[config.mk]
export PLATFORM = sky130hd
export DESIGN_NAME = rxbw_top
export DESIGN_NICKNAME = d
export VERILOG_FILES = /design/src/rxbw_pkg.sv /design/src/rxbw_top.sv
export SDC_FILE = /design/constraint.sdc
export NUM_CORES = 1
export LEC_CHECK = 0
export ABC_AREA = 1
export ABC_CLOCK_PERIOD_IN_PS = 3700
export BUFFER_PORTS_ARGS = -buffer_cell sky130_fd_sc_hd__buf_2
export CAP_MARGIN = 20
export CORE_MARGIN = 2
export CORE_UTILIZATION = 50
export DETAILED_ROUTE_END_ITERATION = 12
export HOLD_SLACK_MARGIN = 0.15
export PLACE_DENSITY_LB_ADDON = 0.3
export SYNTH_ARGS = -nofsm -noshare
export SYNTH_HDL_FRONTEND = slang
export SYNTH_SLANG_ARGS = --single-unit
[constraint.sdc]
create_clock -name clk -period 3.7 [get_ports clk]
set_input_delay 0.185 -clock clk [delete_from_list [all_inputs] [get_ports clk]]
set_output_delay 0.185 -clock clk [all_outputs]
set_load 0.01 [all_outputs]
[src/rxbw_pkg.sv]
package rxbw_pkg;
  // register indices; byte address is four times the index
  localparam logic [7:0] IDX_RX_PKT_CFG = 8'h01;
  localparam logic [7:0] IDX_EVT_MASK = 8'h08;
  localparam logic [7:0] IDX_EVT_STATUS = 8'h09;
  localparam logic [7:0] IDX_RX_TMR_LOW = 8'h14;
  localparam logic [7:0] IDX_RX_TMR_HIGH = 8'h15;
  localparam logic [7:0] IDX_BUS_TIMEOUT = 8'h1D;
  localparam logic [7:0] IDX_FRAG_0 = 8'h54;
  localparam logic [7:0] IDX_FRAG_1 = 8'h55;
  localparam logic [7:0] IDX_FRAG_2 = 8'h56;
  localparam logic [7:0] IDX_BLOCK_STATE = 8'h60;
  // field positions
  localparam int PKT_CNT_LSB = 6;
  localparam int START_SEL_BIT = 5;
  localparam int FRAG_BIT = 0;
  localparam int RX_DONE_BIT = 1;
  localparam int RX_ALT_BIT = 2;
  localparam int BUS_TO_BIT = 6;
  // reset values
  localparam logic [7:0] RST_BYTE = 8'h00;
  localparam logic [15:0] RST_RX_TMR = 16'h0000;
  localparam logic [7:0] RST_BUS_TO = 8'h00;
  // timer tick: 25 MHz timebase made from the 40 MHz clock
  localparam int CLK_KHZ = 40000;
  localparam int TIMER_KHZ = 25000;
  localparam int TIMER_PERIOD_NS = 40;
  localparam int TICK_GCD = 5000;
  localparam logic [5:0] TICK_INC = 6'(TIMER_KHZ / TICK_GCD);
  localparam logic [5:0] TICK_MOD = 6'(CLK_KHZ / TICK_GCD);
  localparam logic [2:0] BURST_WORDS = 3'h4;
  // receive packet events from the local and host DMA
  typedef struct packed {
    logic to_mem;
    logic to_host;
    logic err;
  } rxbw_rx_evt_t;
  // host bus cycle tracking
  typedef struct packed {
    logic start;
    logic done;
  } rxbw_bus_t;
  // host receive DMA status
  typedef struct packed {
    logic byte_valid;
    logic [2:0] bytes;
    logic pkt_done;
    logic next_valid;
    logic [15:0] next_len;
    logic [2:0] ready_cnt;
  } rxbw_dma_t;
endpackage : rxbw_pkg

[src/rxbw_top.sv]
`timescale 1ns/100ps
// Functional notes
// - rx interrupt on packet count or timeout
// - set either normal or alternate rx flag
// - 16-bit rx timer in two bytes, 25 MHz
// - rx timer zero disables timeout interrupts
// - timer starts after packet moved, resets on interrupt
// - count field 7:6 selects 1,2,4,8 packets
// - count independent of timer; 00 per packet
// - 8-bit bus timeout counter at 25 MHz
// - bus timeout zero disables the check
// - timer starts with cycle, clears on completion
// - overlong host cycle is forcibly terminated
// - bus timeout sets status bit 6
// - fragment count decrements by DMA bytes, compares length
// - hold DMA request while packet exceeds count
// - fragment flag on packet done during holdoff, masked interrupt
// - fragment count in three bytes, reset zero
// - zero fragment count disables its logic
// - DMA request only with four transfers ready
module rxbw_top #(
  parameter int FRAG_W = 24,
  parameter int LEN_W = 16
) (
  // clock and reset
  input wire logic clk,
  input wire logic sys_rst,
  // apb slave
  input wire logic psel,
  input wire logic penable,
  input wire logic pwrite,
  input wire logic [11:0] paddr,
  input wire logic [31:0] pwdata,
  input wire logic [3:0] pstrb,
  output logic [31:0] prdata,
  output logic pready,
  output logic pslverr,
  // block events
  input wire rxbw_pkg::rxbw_rx_evt_t rx_evt,
  input wire rxbw_pkg::rxbw_bus_t bus_cyc,
  input wire rxbw_pkg::rxbw_dma_t dma,
  // block outputs
  output logic host_cycle_abort,
  output logic host_dma_request_n,
  output logic irq
);
  import rxbw_pkg::*;

  // the comparison is made on the full 24-bit counter width
  if (FRAG_W < LEN_W || FRAG_W > 24 || LEN_W < 1) begin : g_bad_width
    $error("rxbw_top: FRAG_W must be LEN_W..24");
  end

  logic [7:0] rx_pkt_cfg_reg;
  logic [7:0] evt_mask_reg;
  logic [7:0] evt_status_reg;
  logic [7:0] evt_status_next;
  logic [15:0] rx_irq_timer_reg;
  logic [7:0] bus_cycle_timeout_reg;
  logic [23:0] frag_reg;
  logic [23:0] frag_next;
  logic [5:0] tick_acc_reg;
  logic tick;
  logic [3:0] pend_reg;
  logic [3:0] target;
  logic err_seen_reg;
  logic tmr_run_reg;
  logic [15:0] tmr_cnt_reg;
  logic pkt_evt;
  logic fire_cnt;
  logic fire_tmr;
  logic rx_fire;
  logic bus_active_reg;
  logic [7:0] bus_cnt_reg;
  logic bus_expire;
  logic frag_en;
  logic holdoff;
  logic [7:0] idx;
  logic addr_ok;
  logic mapped;
  logic wr_en;
  logic [7:0] wbyte;
  logic [31:0] rd_mux;

  // apb decode; zero wait states, unmapped index errors
  assign idx = paddr[9:2];
  assign addr_ok = (paddr[11:10] == 2'h0) && (paddr[1:0] == 2'h0);
  always_comb begin
    mapped = 1'b1;
    rd_mux = 32'h0000_0000;
    unique case (idx)
      IDX_RX_PKT_CFG: rd_mux[7:0] = rx_pkt_cfg_reg;
      IDX_EVT_MASK: rd_mux[7:0] = evt_mask_reg;
      IDX_EVT_STATUS: rd_mux[7:0] = evt_status_reg;
      IDX_RX_TMR_LOW: rd_mux[7:0] = rx_irq_timer_reg[7:0];
      IDX_RX_TMR_HIGH: rd_mux[7:0] = rx_irq_timer_reg[15:8];
      IDX_BUS_TIMEOUT: rd_mux[7:0] = bus_cycle_timeout_reg;
      IDX_FRAG_0: rd_mux[7:0] = frag_reg[7:0];
      IDX_FRAG_1: rd_mux[7:0] = frag_reg[15:8];
      IDX_FRAG_2: rd_mux[7:0] = frag_reg[23:16];
      IDX_BLOCK_STATE: rd_mux[7:0] = {holdoff, bus_active_reg, tmr_run_reg, err_seen_reg, pend_reg};
      default: mapped = 1'b0;
    endcase
    if (!addr_ok) begin
      mapped = 1'b0;
      rd_mux = 32'h0000_0000;
    end
  end

  assign pready = 1'b1;
  assign pslverr = psel && penable && !mapped;
  // only lane 0 carries register data; other lanes are ignored
  assign wr_en = psel && penable && pwrite && mapped && pstrb[0];
  assign wbyte = pwdata[7:0];

  // read data is captured in the setup cycle so it comes from a flop
  always_ff @(posedge clk or posedge sys_rst) begin
    if (sys_rst) begin
      prdata <= 32'h0000_0000;
    end else if (psel && !penable && !pwrite) begin
      prdata <= rd_mux;
    end
  end

  // configuration registers
  always_ff @(posedge clk or posedge sys_rst) begin
    if (sys_rst) begin
      rx_pkt_cfg_reg <= RST_BYTE;
      evt_mask_reg <= RST_BYTE;
      rx_irq_timer_reg <= RST_RX_TMR;
      bus_cycle_timeout_reg <= RST_BUS_TO;
    end else if (wr_en) begin
      if (idx == IDX_RX_PKT_CFG) begin
        rx_pkt_cfg_reg <= wbyte;
      end
      if (idx == IDX_EVT_MASK) begin
        evt_mask_reg <= wbyte;
      end
      if (idx == IDX_RX_TMR_LOW) begin
        rx_irq_timer_reg[7:0] <= wbyte;
      end
      if (idx == IDX_RX_TMR_HIGH) begin
        rx_irq_timer_reg[15:8] <= wbyte;
      end
      if (idx == IDX_BUS_TIMEOUT) begin
        bus_cycle_timeout_reg <= wbyte;
      end
    end
  end

  // 25 MHz tick by fractional accumulation; ticks are not evenly spaced
  always_ff @(posedge clk or posedge sys_rst) begin
    if (sys_rst) begin
      tick_acc_reg <= 6'h00;
    end else if (tick) begin
      tick_acc_reg <= tick_acc_reg + TICK_INC - TICK_MOD;
    end else begin
      tick_acc_reg <= tick_acc_reg + TICK_INC;
    end
  end
  assign tick = (tick_acc_reg + TICK_INC) >= TICK_MOD;

  // receive interrupt moderation
  assign pkt_evt = rx_pkt_cfg_reg[START_SEL_BIT] ? rx_evt.to_host : rx_evt.to_mem;
  assign target = 4'h1 << rx_pkt_cfg_reg[PKT_CNT_LSB +: 2];
  assign fire_cnt = pkt_evt && ((pend_reg + 4'h1) >= target);
  assign fire_tmr = tmr_run_reg && !pkt_evt && (rx_irq_timer_reg != 16'h0000) && tick &&
                    ((tmr_cnt_reg + 16'h0001) >= rx_irq_timer_reg);
  assign rx_fire = fire_cnt || fire_tmr;

  always_ff @(posedge clk or posedge sys_rst) begin
    if (sys_rst) begin
      pend_reg <= 4'h0;
      err_seen_reg <= 1'b0;
    end else if (rx_fire) begin
      pend_reg <= 4'h0;
      err_seen_reg <= 1'b0;
    end else if (pkt_evt) begin
      pend_reg <= pend_reg + 4'h1;
      err_seen_reg <= err_seen_reg || rx_evt.err;
    end
  end

  // timer restarts on every counted packet and stops when the interrupt fires
  always_ff @(posedge clk or posedge sys_rst) begin
    if (sys_rst) begin
      tmr_run_reg <= 1'b0;
      tmr_cnt_reg <= 16'h0000;
    end else if (rx_fire) begin
      tmr_run_reg <= 1'b0;
      tmr_cnt_reg <= 16'h0000;
    end else if (pkt_evt) begin
      tmr_run_reg <= 1'b1;
      tmr_cnt_reg <= 16'h0000;
    end else if (tmr_run_reg && tick) begin
      tmr_cnt_reg <= tmr_cnt_reg + 16'h0001;
    end
  end

  // bus integrity watchdog
  assign bus_expire = bus_active_reg && !bus_cyc.done && (bus_cycle_timeout_reg != 8'h00) && tick &&
                      ((bus_cnt_reg + 8'h01) >= bus_cycle_timeout_reg);
  always_ff @(posedge clk or posedge sys_rst) begin
    if (sys_rst) begin
      bus_active_reg <= 1'b0;
      bus_cnt_reg <= 8'h00;
    end else if (bus_cyc.start) begin
      bus_active_reg <= 1'b1;
      bus_cnt_reg <= 8'h00;
    end else if (bus_cyc.done || bus_expire) begin
      bus_active_reg <= 1'b0;
      bus_cnt_reg <= 8'h00;
    end else if (bus_active_reg && tick) begin
      bus_cnt_reg <= bus_cnt_reg + 8'h01;
    end
  end

  // abort is a one-cycle pulse to the host bus interface
  always_ff @(posedge clk or posedge sys_rst) begin
    if (sys_rst) begin
      host_cycle_abort <= 1'b0;
    end else begin
      host_cycle_abort <= bus_expire;
    end
  end

  // fragment counter; a software write beats a same-cycle decrement
  assign frag_en = frag_reg != 24'h00_0000;
  assign holdoff = frag_en && dma.next_valid && (24'(dma.next_len) > frag_reg);
  always_comb begin
    frag_next = frag_reg;
    if (frag_en && dma.byte_valid) begin
      if (frag_reg > 24'(dma.bytes)) begin
        frag_next = frag_reg - 24'(dma.bytes);
      end else begin
        frag_next = 24'h00_0000;
      end
    end
    if (wr_en && idx == IDX_FRAG_0) begin
      frag_next[7:0] = wbyte;
    end
    if (wr_en && idx == IDX_FRAG_1) begin
      frag_next[15:8] = wbyte;
    end
    if (wr_en && idx == IDX_FRAG_2) begin
      frag_next[23:16] = wbyte;
    end
    if (FRAG_W < 24) begin
      frag_next = frag_next & ((24'h00_0001 << FRAG_W) - 24'h00_0001);
    end
  end
  always_ff @(posedge clk or posedge sys_rst) begin
    if (sys_rst) begin
      frag_reg <= 24'h00_0000;
    end else begin
      frag_reg <= frag_next;
    end
  end

  // event status: hardware set wins over a write-one clear
  always_comb begin
    evt_status_next = evt_status_reg;
    if (wr_en && idx == IDX_EVT_STATUS) begin
      evt_status_next = evt_status_reg & ~wbyte;
    end
    if (rx_fire) begin
      if (err_seen_reg || (pkt_evt && rx_evt.err)) begin
        evt_status_next[RX_ALT_BIT] = 1'b1;
      end else begin
        evt_status_next[RX_DONE_BIT] = 1'b1;
      end
    end
    if (bus_expire) begin
      evt_status_next[BUS_TO_BIT] = 1'b1;
    end
    if (dma.pkt_done && frag_en && holdoff) begin
      evt_status_next[FRAG_BIT] = 1'b1;
    end
  end
  always_ff @(posedge clk or posedge sys_rst) begin
    if (sys_rst) begin
      evt_status_reg <= RST_BYTE;
    end else begin
      evt_status_reg <= evt_status_next;
    end
  end

  // request needs a full burst and room in the host buffer
  assign host_dma_request_n = !((dma.ready_cnt >= BURST_WORDS) && !holdoff);
  assign irq = |(evt_status_reg & evt_mask_reg);
endmodule : rxbw_top

==> summary.md <==
| Metric | Value |
|---|---|
| Initial antenna violation count | `0` |
| CP Capture Type | `flip-flop` |
| Fmax achieved | `318 MHz` |
| Synth warn | `0` |
| Combinational family with the most area after synthesis | `simple AND/OR/NAND/NOR gates` |
| Num rows | `between 40 and 50` |
| ANT cells | `0` |
| Grt ovf | `0` |
| Clk root buf | `clkbuf_16` |
| Final HPWL DP | `between 15000 and 20000 microns` |
| Final Core Density | `56.9%` |
| Crit-path most repeated cell | `nand2_1` |
| CP Launch Type | `flip-flop` |
| Synth Area in XOR/XNOR | `3.49%` |
| Die area | `about 0.018 sq mm` |
| PwrDens | `between 400 and 500 mW/mm^2` |
| Seq cells post-synth | `between 100 and 150` |
| Hold Vio Cnt, Final | `0` |
| Die X | `around 130 microns` |
| CTS max path bufs | `2` |
| Leakage | `approximately 4.9 nW` |
| H-tree lvl count | `4` |
| Area occupied by multi-input gates | `~0.0046 sq mm` |
| Simple-gate share of the synthesized area | `about a third` |
| Setup bufs post-CTS | `0` |
| Yosys cell types | `38` |
| Mux share of post-synthesis cell area | `0%` |
| Num CTS Buffers | `17` |
| P_sw | `1.79 mW` |
| Setup TNS | `0 ns` |
| Post_cts resized | `0` |
| Period utilization | `between 80% and 90%` |
| Post-synth EDFFs | `0` |
| Initial core utilization | `between 50% and 60%` |
| Asr flop ratio synth | `100%` |
| TritonRoute pass-1 iters | `8` |
| Nets | `~1400` |
| Hold WC Path Type | `input pin to flip-flop` |
| RSZ-0062 raised after global routing | `false` |
| Skew final | `between 0.005 and 0.006 ns` |
| Max FFs per register | `24` |
| Rel. slew slack | `39.9%` |
| Switching Fraction | `38.4%` |
| Global-route wire length before repair | `around 37000 microns` |
| CTS tree | `yes` |
| Total area of sequential cells | `~0.003 sq mm` |
| Clock share of power | `approximately 34%` |
| CP Buf/Inv Count | `1` |
| Minimum clock period | `~3.1 ns` |
| Critical path type | `flip-flop to flip-flop` |
| WP data required | `4.04 ns` |
| Die H | `around 130 microns` |
| Largest net degree at the start of global routing | `73` |
| Routability cong. | `between 0.9 and 1` |
| Post-Synthesis Cells | `1185` |
| Slew Viols, Final | `0` |
| Layout cells sized above 1 | `roughly a tenth` |
| PortBufs | `65` |
| Final ANT Viol Nets | `0` |
| Post-Route WL | `between 20000 and 25000 microns` |
| Slowest CP cell | `dfrtp_1` |
| Total GRT Usage | `approximately a quarter` |
| P_int | `between 2 and 3 mW` |
| Number of remaining DRC errors | `0` |
| Layout area overhead | `12.6%` |
| IO Pins | `120` |
| Final setup fails | `0` |
| Crit-path max FO | `16` |
| Routed len/inst | `roughly 15 microns` |
| Later-pin clock latency in the skew report | `around 0.43 ns` |
| Adder-cell share of the synthesized area | `a little over 8%` |
| Vias in the first global route | `between 7000 and 8000` |
| Sink Count | `roughly 120` |
| Via-to-Cell Ratio | `approximately 5.4` |
| CP arrival | `3.48 ns` |
| CP top delay family | `simple AND/OR/NAND/NOR gates` |
| Clock-pin slew on the worst setup and hold paths | `approximately 0.060 ns` |
| Max VDD drop | `roughly 320 uV` |
| Area of the core | `around 0.016 sq mm` |
| Flop pwr share | `around a third` |
| Iteration-0 DRC Markers | `slightly above 700` |
| Fillers | `~1600` |
| Post-synthesis compound-gate area fraction | `between 10% and 20%` |
| Cts hold-fix bufs | `8` |
| Status | `complete, no violations` |
| Least-Margin Pin Slew | `around 0.9 ns` |
| Combinational power share | `31.2%` |
| CP peak stage delay | `approximately 0.45 ns` |
| Vias | `approximately 8000` |
| CP Cell Sequence | `nand2_1, nor2_1, nand2_1, nor2_1, nand2_1, nor2_1, xor2_1, ha_1, nand2_1, inv_1, nor2_1, o21ai_0, a21oi_1, nand3_1, nand2_1, nand2_2, a21oi_1` |
| Cell area after synthesis | `between 0.008 and 0.009 sq mm` |
| Syn Area/Cell | `roughly 7.0 sq um` |
| Max_cap viols | `0` |
| Seq/Total Area, Yosys | `approximately 36%` |
| Ys flop type | `dfrtp_1` |
worst reg2reg max path, delay by kind of cell, from the launching register on:
family | cells | cell delay, ns
AND/OR/NAND/NOR | 11 | 1.58
AO/OA/AOI/OAI | 3 | 0.49
flip-flops | 1 | 0.45
adder cells (fa/ha/maj) | 1 | 0.28
XOR/XNOR | 1 | 0.23
buffers and inverters | 1 | 0.04
final cells by class:
cell class | instances | area share (%)
sequential | 118 | 31.6
multi-input combinational | 898 | 49.1
clock inverter | 15 | 1.41
inverter | 139 | 5.61
tap | 220 | 2.95
clock buffer | 17 | 4.55
timing repair buffer | 78 | 4.74
cells by family (layout without fill, tap and decap cells):
logic type,count (synthesis),in the layout
other cells,2,25
compound gates,157,157
buf+inv,192,249
simple gates,629,629
flops,118,118
fa+ha+maj,54,54
xor+xnor,33,33
layer usage:
layer,GRT usage (%),part of all wire [%],up-vias
met5,0,0,-
met2,39.1,43,359
li1,-,-,3930
met4,8.30,1.6,0
met3,5.13,9.1,33
met1,39.3,46,3689
cells in the mapped netlist (2+ instances only):
master | number | share of area [%]
clkbuf_1 | 15 | 0.68
o21ai_0 | 49 | 3.0
o22ai_1 | 20 | 1.5
a21oi_1 | 54 | 3.3
conb_1 | 2 | 0.091
buf_2 | 9 | 0.54
nor2_4 | 3 | 0.41
nand3b_1 | 2 | 0.18
nand3_1 | 99 | 6.0
o21a_1 | 3 | 0.27
inv_2 | 4 | 0.18
dfrtp_1 | 118 | 36
ha_1 | 53 | 8.0
nor3_1 | 6 | 0.36
o21ai_1 | 21 | 1.3
or2_2 | 2 | 0.15
xor2_1 | 26 | 2.7
o21bai_1 | 5 | 0.45
a21boi_0 | 2 | 0.18
inv_1 | 134 | 6.1
nor2_1 | 127 | 5.7
nor2_2 | 8 | 0.60
nand2_1 | 340 | 15
nand2_2 | 4 | 0.30
buf_4 | 28 | 2.5
xnor2_1 | 7 | 0.74
nand4_1 | 33 | 2.5
metrics by stage:
stage | instance area, sq um | total power, mW | instances | hold WS, ns | worst slack (ns)
after floorplan | 8380 | 2.70 | 1208 | 0.299 | 0.386
after global placement | 8700 | 3.04 | 1445 | 0.428 | 0.699
after detailed placement | 8700 | 3.07 | 1445 | 0.426 | 0.641
after CTS | 9340 | 4.65 | 1485 | 0.152 | 0.572
after global routing | 9340 | 4.97 | 1485 | 0.168 | 0.217
final | 9340 | 4.67 | 1485 | 0.162 | 0.558
worst paths after layout:
| kind | endpoint | slack, ns | cells after the start | from |
|---|---|---|---|---|
| max reg2reg | tmr_cnt_reg[15]$_DFFE_PP0P_ | 0.56 | 17 | tmr_cnt_reg[4]$_DFFE_PP0P_ |
| max in group asynchronous | frag_reg[0]$_DFFE_PP0P_ | 2.28 | 4 | sys_rst |
| max | tmr_cnt_reg[15]$_DFFE_PP0P_ | 0.56 | 17 | tmr_cnt_reg[4]$_DFFE_PP0P_ |
| min reg2reg | prdata[0]$_DFFE_PP0P_ | 0.48 | 2 | prdata[0]$_DFFE_PP0P_ |
| min | rx_pkt_cfg_reg[2]$_DFFE_PP0P_ | 0.16 | 3 | pwdata[2] |
| min in group asynchronous | tmr_cnt_reg[0]$_DFFE_PP0P_ | 0.50 | 3 | sys_rst |
power groups by stage:
stage / clock network (mW) / logic (mW) / registers [mW]
2_1_floorplan: 0 / 1.10 / 1.60
3_3_place_gp: 0 / 1.39 / 1.66
3_5_place_dp: 0 / 1.42 / 1.66
4_1_cts: 1.58 / 1.44 / 1.63
5_1_grt: 1.63 / 1.67 / 1.66
6_report: 1.57 / 1.46 / 1.64
placed cells by master, fill, tap and decap left out, types with 6 or more instances in the layout:
| cell type | netlist | final |
|---|---|---|
| nand2_1 | 340 | 340 |
| inv_1 | 134 | 133 |
| nor2_1 | 127 | 127 |
| dfrtp_1 | 118 | 118 |
| nand3_1 | 99 | 99 |
| buf_2 | 9 | 65 |
| a21oi_1 | 54 | 54 |
| ha_1 | 53 | 53 |
| o21ai_0 | 49 | 49 |
| nand4_1 | 33 | 33 |
| xor2_1 | 26 | 26 |
| conb_1 | 2 | 25 |
| o21ai_1 | 21 | 21 |
| o22ai_1 | 20 | 20 |
| clkbuf_16 | 0 | 17 |
| nor2_2 | 8 | 8 |
| dlygate4sd3_1 | 0 | 8 |
| xnor2_1 | 7 | 7 |
| nor3_1 | 6 | 6 |
Power figures use the tool's default switching activity.
